===== src/include/beacon_superframe_csma_cfg_regs.vh =====
// Register map, field layout and reset values of the beacon/superframe configuration bank
`ifndef BEACON_SUPERFRAME_CSMA_CFG_REGS_VH
`define BEACON_SUPERFRAME_CSMA_CFG_REGS_VH

`define CFG_ADDR_W 8
`define CFG_DATA_W 32
`define CFG_REG_W 8

// One aligned word per register: byte address is four times the register index
`define IDX_BEACON_SUPERFRAME_ORDER 6'h10
`define IDX_CARRIER_SENSE_MODE_CTRL 6'h11
`define IDX_CFG_STATUS 6'h06
`define ADDR_BEACON_SUPERFRAME_ORDER {`IDX_BEACON_SUPERFRAME_ORDER, 2'h0}
`define ADDR_CARRIER_SENSE_MODE_CTRL {`IDX_CARRIER_SENSE_MODE_CTRL, 2'h0}
`define ADDR_CFG_STATUS {`IDX_CFG_STATUS, 2'h0}

`define RST_BEACON_SUPERFRAME_ORDER 8'hff
`define RST_CARRIER_SENSE_MODE_CTRL 8'h1c

`define SEL_NONE 2'h0
`define SEL_ORDER 2'h1
`define SEL_MODE 2'h2
`define SEL_STATUS 2'h3

`define BIE_MSB 7
`define BIE_LSB 4
`define APE_MSB 3
`define APE_LSB 0
`define EXP_W 4
`define EXP_OFF 4'hf
`define EXP_MAX 4'he
`define EXP_RST 4'hf

`define MODE_BYPASS_BIT 7
`define MODE_BATTERY_BIT 6
`define MODE_SLOTTED_BIT 5

`define STAT_BEACON_BIT 0
`define STAT_ACTIVE_BIT 1
`define STAT_CONSISTENT_BIT 2
`define STAT_SKIPCA_BIT 3
`define STAT_W 4

`define RESP_OKAY 2'h0
`define RESP_SLVERR 2'h2

`endif

===== src/design/beacon_superframe_csma_cfg.v =====
// AXI4-Lite register bank for beacon order, superframe order and carrier-sense mode control
//
// Overview of operation
// - Upper nibble holds beacon interval exponent
// - All-ones interval: no beacon, active exponent ignored
// - Lower nibble holds active-period exponent
// - All-ones active exponent: no active portion
// - Bypass bit skips collision avoidance when unslotted and the slot switch is set
// - Bit 6 enables battery saving mode
//
// The AXI4-Lite slave port is this design's own decision.
`timescale 1ns/1ps
`default_nettype none
`include "beacon_superframe_csma_cfg_regs.vh"

module beacon_superframe_csma_cfg (
  // Clock and reset
  input wire clk,
  input wire rst,
  // AXI4-Lite write address channel
  input wire [`CFG_ADDR_W-1:0] awaddr,
  input wire awvalid,
  output reg awready,
  // AXI4-Lite write data channel
  input wire [`CFG_DATA_W-1:0] wdata,
  input wire [3:0] wstrb,
  input wire wvalid,
  output reg wready,
  // AXI4-Lite write response channel
  output reg [1:0] bresp,
  output reg bvalid,
  input wire bready,
  // AXI4-Lite read address channel
  input wire [`CFG_ADDR_W-1:0] araddr,
  input wire arvalid,
  output reg arready,
  // AXI4-Lite read data channel
  output reg [`CFG_DATA_W-1:0] rdata,
  output reg [1:0] rresp,
  output reg rvalid,
  input wire rready,
  // Transmit control qualifier, same clock
  input wire guaranteedSlotSwitch,
  // Configuration toward the MAC
  output reg [`EXP_W-1:0] beaconIntervalExponent,
  output reg [`EXP_W-1:0] activePeriodExponent,
  output reg beaconEnable,
  output reg activePeriodEnable,
  output reg orderConsistent,
  output reg carrierSenseBypass,
  output reg batterySavingMode,
  output reg skipCollisionAvoid
);

  // Shared address decode for both read and write paths
  function [1:0] addrSelect;
    input [`CFG_ADDR_W-1:0] addr;
    begin
      case (addr)
        `ADDR_BEACON_SUPERFRAME_ORDER: addrSelect = `SEL_ORDER;
        `ADDR_CARRIER_SENSE_MODE_CTRL: addrSelect = `SEL_MODE;
        `ADDR_CFG_STATUS: addrSelect = `SEL_STATUS;
        default: addrSelect = `SEL_NONE;
      endcase
    end
  endfunction

  reg [`CFG_REG_W-1:0] order_q;
  reg [`CFG_REG_W-1:0] order_d;
  reg [`CFG_REG_W-1:0] mode_q;
  reg [`CFG_REG_W-1:0] mode_d;

  reg awFull_q;
  reg awFull_d;
  reg [`CFG_ADDR_W-1:0] awAddr_q;
  reg [`CFG_ADDR_W-1:0] awAddr_d;
  reg wFull_q;
  reg wFull_d;
  reg [`CFG_REG_W-1:0] wData_q;
  reg [`CFG_REG_W-1:0] wData_d;
  reg wStrb_q;
  reg wStrb_d;

  reg awready_d;
  reg wready_d;
  reg bvalid_d;
  reg [1:0] bresp_d;
  reg arready_d;
  reg rvalid_d;
  reg [`CFG_DATA_W-1:0] rdata_d;
  reg [1:0] rresp_d;

  reg doWrite;
  reg [1:0] wSel;
  reg [1:0] rSel;

  wire beaconEnableNow;
  wire activePeriodEnableNow;
  wire orderConsistentNow;
  wire skipCollisionAvoidNow;
  wire [`STAT_W-1:0] statusNow;

  superframe_status decodeUnit (
    .orderValue(order_q),
    .modeValue(mode_q),
    .guaranteedSlotSwitch(guaranteedSlotSwitch),
    .beaconEnable(beaconEnableNow),
    .activePeriodEnable(activePeriodEnableNow),
    .orderConsistent(orderConsistentNow),
    .skipCollisionAvoid(skipCollisionAvoidNow)
  );

  // Status reflects the registered outputs, so it matches what the MAC sees
  assign statusNow = {skipCollisionAvoid, orderConsistent, activePeriodEnable, beaconEnable};

  // Write path: address and data are latched independently, in either order
  always @* begin
    awFull_d = awFull_q;
    awAddr_d = awAddr_q;
    wFull_d = wFull_q;
    wData_d = wData_q;
    wStrb_d = wStrb_q;
    bvalid_d = bvalid;
    bresp_d = bresp;
    order_d = order_q;
    mode_d = mode_q;
    doWrite = 1'b0;
    wSel = addrSelect(awAddr_q);
    if (awvalid && awready) begin
      awFull_d = 1'b1;
      awAddr_d = awaddr;
    end
    if (wvalid && wready) begin
      wFull_d = 1'b1;
      wData_d = wdata[`CFG_REG_W-1:0];
      wStrb_d = wstrb[0];
    end
    if (bvalid && bready) begin
      bvalid_d = 1'b0;
    end
    if (awFull_q && wFull_q && !bvalid) begin
      doWrite = 1'b1;
    end
    if (doWrite) begin
      awFull_d = 1'b0;
      wFull_d = 1'b0;
      bvalid_d = 1'b1;
      bresp_d = `RESP_OKAY;
      // Only the low byte lane carries register bits
      if (wSel == `SEL_ORDER && wStrb_q) begin
        order_d = wData_q;
      end else if (wSel == `SEL_MODE && wStrb_q) begin
        mode_d = wData_q;
      end else if (wSel == `SEL_NONE) begin
        bresp_d = `RESP_SLVERR;
      end
    end
    // Ready drops while a beat is held, which is the back-pressure to the master
    awready_d = !awFull_d && !bvalid_d;
    wready_d = !wFull_d && !bvalid_d;
  end

  // Read path: one read in flight, answered the cycle after the address is taken
  always @* begin
    rvalid_d = rvalid;
    rdata_d = rdata;
    rresp_d = rresp;
    rSel = addrSelect(araddr);
    if (rvalid && rready) begin
      rvalid_d = 1'b0;
    end
    if (arvalid && arready) begin
      rvalid_d = 1'b1;
      rresp_d = `RESP_OKAY;
      rdata_d = {`CFG_DATA_W{1'b0}};
      case (rSel)
        `SEL_ORDER: rdata_d[`CFG_REG_W-1:0] = order_q;
        `SEL_MODE: rdata_d[`CFG_REG_W-1:0] = mode_q;
        `SEL_STATUS: rdata_d[`STAT_W-1:0] = statusNow;
        default: rresp_d = `RESP_SLVERR;
      endcase
    end
    arready_d = !rvalid_d;
  end

  always @(posedge clk or posedge rst) begin
    if (rst) begin
      order_q <= `RST_BEACON_SUPERFRAME_ORDER;
      mode_q <= `RST_CARRIER_SENSE_MODE_CTRL;
      awFull_q <= 1'b0;
      awAddr_q <= {`CFG_ADDR_W{1'b0}};
      wFull_q <= 1'b0;
      wData_q <= {`CFG_REG_W{1'b0}};
      wStrb_q <= 1'b0;
      awready <= 1'b0;
      wready <= 1'b0;
      bvalid <= 1'b0;
      bresp <= `RESP_OKAY;
      arready <= 1'b0;
      rvalid <= 1'b0;
      rdata <= {`CFG_DATA_W{1'b0}};
      rresp <= `RESP_OKAY;
    end else begin
      order_q <= order_d;
      mode_q <= mode_d;
      awFull_q <= awFull_d;
      awAddr_q <= awAddr_d;
      wFull_q <= wFull_d;
      wData_q <= wData_d;
      wStrb_q <= wStrb_d;
      awready <= awready_d;
      wready <= wready_d;
      bvalid <= bvalid_d;
      bresp <= bresp_d;
      arready <= arready_d;
      rvalid <= rvalid_d;
      rdata <= rdata_d;
      rresp <= rresp_d;
    end
  end

  // Behaviour outputs are registered; they follow a register write by one cycle
  always @(posedge clk or posedge rst) begin
    if (rst) begin
      beaconIntervalExponent <= `EXP_RST;
      activePeriodExponent <= `EXP_RST;
      beaconEnable <= 1'b0;
      activePeriodEnable <= 1'b0;
      orderConsistent <= 1'b0;
      carrierSenseBypass <= 1'b0;
      batterySavingMode <= 1'b0;
      skipCollisionAvoid <= 1'b0;
    end else begin
      beaconIntervalExponent <= order_q[`BIE_MSB:`BIE_LSB];
      activePeriodExponent <= order_q[`APE_MSB:`APE_LSB];
      beaconEnable <= beaconEnableNow;
      activePeriodEnable <= activePeriodEnableNow;
      orderConsistent <= orderConsistentNow;
      carrierSenseBypass <= mode_q[`MODE_BYPASS_BIT];
      batterySavingMode <= mode_q[`MODE_BATTERY_BIT];
      skipCollisionAvoid <= skipCollisionAvoidNow;
    end
  end

endmodule
`default_nettype wire


===== src/design/superframe_status.v =====
// Decode of the order and mode control values into superframe and access behaviour
`timescale 1ns/1ps
`default_nettype none
`include "beacon_superframe_csma_cfg_regs.vh"

module superframe_status (
  // Stored configuration
  input wire [`CFG_REG_W-1:0] orderValue,
  input wire [`CFG_REG_W-1:0] modeValue,
  // Transmit request qualifier from the transmit control register
  input wire guaranteedSlotSwitch,
  // Decoded behaviour
  output wire beaconEnable,
  output wire activePeriodEnable,
  output wire orderConsistent,
  output wire skipCollisionAvoid
);

  wire [`EXP_W-1:0] bie;
  wire [`EXP_W-1:0] ape;

  assign bie = orderValue[`BIE_MSB:`BIE_LSB];
  assign ape = orderValue[`APE_MSB:`APE_LSB];

  // All ones means no beacon at all
  assign beaconEnable = (bie != `EXP_OFF);
  // Active exponent is ignored while beacons are off
  assign activePeriodEnable = beaconEnable && (ape != `EXP_OFF);
  // Software is expected to keep active <= interval <= 14; flag it when it does not
  assign orderConsistent = (bie <= `EXP_MAX) && (ape <= bie);
  // Bypass applies only to unslotted sends with the slot switch set
  assign skipCollisionAvoid = modeValue[`MODE_BYPASS_BIT] && !modeValue[`MODE_SLOTTED_BIT]
                              && guaranteedSlotSwitch;

endmodule
`default_nettype wire


===== config.mk =====
export PLATFORM = sky130hd
export DESIGN_NAME = beacon_superframe_csma_cfg
export DESIGN_NICKNAME = d
export VERILOG_FILES = /design/src/design/beacon_superframe_csma_cfg.v /design/src/design/superframe_status.v
export VERILOG_INCLUDE_DIRS = /design/src /design/src/include
export SDC_FILE = /design/constraint.sdc
export NUM_CORES = 1
export LEC_CHECK = 0
export ABC_CLOCK_PERIOD_IN_PS = 2800
export BUFFER_PORTS_ARGS = -buffer_cell sky130_fd_sc_hd__buf_2
export CAP_MARGIN = 10
export CORE_ASPECT_RATIO = 0.6
export CORE_MARGIN = 10
export CORE_UTILIZATION = 40
export CTS_CLUSTER_DIAMETER = 60
export CTS_CLUSTER_SIZE = 24
export DETAILED_ROUTE_END_ITERATION = 10
export PLACE_DENSITY = 0.64
export SKIP_CTS_REPAIR_TIMING = 1
export SKIP_LAST_GASP = 1
export SLEW_MARGIN = 20
export SYNTH_ARGS = -nofsm -noshare
export SYNTH_HDL_FRONTEND = slang
export SYNTH_SLANG_ARGS = --single-unit

===== constraint.sdc =====
create_clock -name clk -period 2.8 [get_ports clk]
set_input_delay 0.14 -clock clk [delete_from_list [all_inputs] [get_ports clk]]
set_output_delay 0.14 -clock clk [all_outputs]
set_load 0.01 [all_outputs]

==> results.tsv <==
metric	value	unit
status	finished clean	
CP max FO	8	
CP arrival	2.25	ns
predominant post-synthesis flop cell	dfrtp_1	
slew margin rel.	57.90	%
Routed Antenna Nets	0	
FILL cells	602	
layout cell share with drive strength beyond 1	47.10	%
P&R area growth vs syn	21.73	%
# setup viols final	0	
synthesized flop and latch total	64	
Skew-Pair Late Insertion Delay	0.32	ns
diode count	0	
GRT Total Usage	11.70	%
synthesized area per cell	13.04	um2
Slew Limit Fails	0	
pre-CTS WS	0.6986	ns
Placed Cells	363	
Gate power share	17.6	%
Reg2Reg Depth	3	
sequential-to-total area share from yosys stat	56.90	%
Netlist cell types	35	
Remaining DRCs	0	
DR pass1 iterations	4	
Setup CP Type	reg2reg	
Cell Rows	23	
Starting Density	42.06	%
Leak	1.665	nW
H-tree depth	3	
r2r startpoint	awAddr_q[3]	
max-cap violations	0	
Clk pin slew, worst setup/hold paths	0.05	ns
ys async rst share	100.0	%
min cycle time layout	2.045	ns
Vias per Instance	4.626	
r2r setup slk	0.76	ns
I/O pin cnt	115	
Crit Reg-Reg Endpoint	mode_q[6]	
routed via count	1758	
total gr overflow	0	
CTS root buf	clkbuf_16	
wire per inst	15.96	um
f_max	489.1	MHz
net switching power	0.7622	mW
Tcrit/Tclk final	73.02	%
Die Y	85.46	um
first-pass GRT wire length	10130	um
final non-filler cell total	380	
Die W	129.1	um
Switching Fraction	25.92	%
RSZ-0062 raised after global routing	no	
Setup crit end	mode_q[6]	
port bufs	61	
Ys Warns	0	
Detailed Place HPWL	4496	um
GPL Wtd Cong	0.7499	
CTS sink count	64	
number of flops mapped to enable cells by yosys	0	
Clk pwr share	37.6	%
synthesized instance count	219	
Syn Std Cell Area	2856	um2
CTS Buf Count	9	
final setup skew	0.005253	ns
CTS tree	built	
crit path launch type	register	
Peak VDD IR	0.3520	mV
Crit. Startpoint	awAddr_q[3]	
Pwr Density	845.8	nW/um2
Req. time, crit path	3.00	ns
P_int	2.179	mW
Hold/Removal Path Class	in2reg	
Clock Path Buffers	2	
initial antenna violation count	0	
Slew @ Worst Pin	0.6267	ns
Post-Route Setup TNS	0	ns
Crit. End Element	register	
final worst slack	0.7554	ns
Nets	357	
final WL	6066	um
cell area after layout	3477	um2
placed cell area	3167	um2
largest net degree at the start of global routing	56	
core area	6792	um2
DRT iter0 DRCs	98	
Flop pwr share	44.8	%
vias in the first global route	1983	
Hold Fails Final Rpt	0	
Die ar.	11030	um2
[registers in the layout (all words and copies together), names as in the netlist, 4 cells and up]
register / cells
awAddr_q: 8
mode_q: 8
order_q: 8
rdata: 8
wData_q: 8
activePeriodExponent: 4
beaconIntervalExponent: 4
[layout by cell type (no fill, tap or decap), drive strengths merged, types with 3 or more instances in the layout]
cell,instances
o21ai,10
dfstp,19
clkbuf,13
buf,62
or4,3
nand2,13
a222oi,4
nor2b,3
nor3,3
inv,9
conb,26
nor2,6
and3b,3
a21oi,6
mux2,34
a22oi,4
ha,9
dfrtp,45
or2,3
[cell families (layout without fill, tap and decap cells)]
kind of cell | after synthesis | after routing | share of synthesized area (%)
flip-flops | 64 | 64 | 56.90
buffers and inverters | 39 | 88 | 8.804
multiplexers | 34 | 34 | 14.45
AO/OA/AOI/OAI | 27 | 27 | 6.133
adder cells (fa/ha/maj) | 9 | 9 | 3.942
other | 1 | 26 | 0.1313
AND/OR/NAND/NOR | 45 | 45 | 9.637
[cell usage after synthesis, types with 4 or more instances]
| cell type | n | area (um2) |
|---|---|---|
| dfstp_2 | 19 | 499.2 |
| o21ai_0 | 10 | 50.05 |
| nor2_1 | 6 | 22.52 |
| a21oi_1 | 6 | 30.03 |
| buf_4 | 26 | 195.2 |
| a22oi_1 | 4 | 30.03 |
| ha_1 | 9 | 112.6 |
| nand2_1 | 13 | 48.80 |
| a222oi_1 | 4 | 40.04 |
| mux2_2 | 26 | 292.8 |
| inv_1 | 9 | 33.78 |
| dfrtp_1 | 45 | 1126 |
| mux2_4 | 8 | 120.1 |
[worst min-delay path by stage]
stage	startpoint	endpoint	slack [ns]	cells after the start
after floorplan	rready	rvalid	0.27	1
after global placement	rst	rdata[0]	0.07	2
after detailed placement	rst	rdata[1]	0.07	2
after CTS	rst	rdata[1]	-0.27	2
after global routing	awaddr[1]	awAddr_q[1]	0.03	2
final	rready	rvalid	0.04	2
[routing by layer]
layer  vias to the layer above  part of all wire (%)  track usage, %
li1                        861                     -               -
met1                       838                    45           13.89
met2                        53                    45           17.63
met4                         0                  0.94           4.317
met5                         -                     0               0
met3                         6                   8.1           6.211
[area by class of cell]
class                   instances  area [um2]  area share (%)
multi-input cells             141        1074           30.87
clock inverters                 3       40.04           1.151
well taps                      87       108.9           3.131
inverters                       9       33.78          0.9716
flip-flops and latches         64        1625           46.74
clock buffers                  13       260.3           7.485
repair buffers                 63       335.3           9.644
[critical path: stages, from the launching register on]
cell,delay (ns)
dfrtp_1,0.41
or4bb_4,0.57
or4_4,0.62
mux2_4,0.33
[power by group through the flow]
| stage | logic, mW | clock network [mW] | registers [mW] |
|---|---|---|---|
| after floorplan | 0.396 | 0 | 1.31 |
| after global routing | 0.582 | 1.18 | 1.36 |
| final | 0.517 | 1.11 | 1.32 |
| after global placement | 0.507 | 0 | 1.33 |
| after detailed placement | 0.519 | 0 | 1.33 |
| after CTS | 0.525 | 1.12 | 1.32 |
[stage by stage]
| step | total power [mW] | hold WS [ns] | utilization (%) |
|---|---|---|---|
| 4_1_cts | 2.971 | -0.2728 | 51.05 |
| 3_5_place_dp | 1.853 | 0.07112 | 46.63 |
| 3_3_place_gp | 1.834 | 0.06798 | 46.63 |
| 2_1_floorplan | 1.703 | 0.2658 | - |
| 6_report | 2.941 | 0.03974 | 51.20 |
| 5_1_grt | 3.121 | 0.02950 | 51.20 |
(Power assumes the default switching activity.)
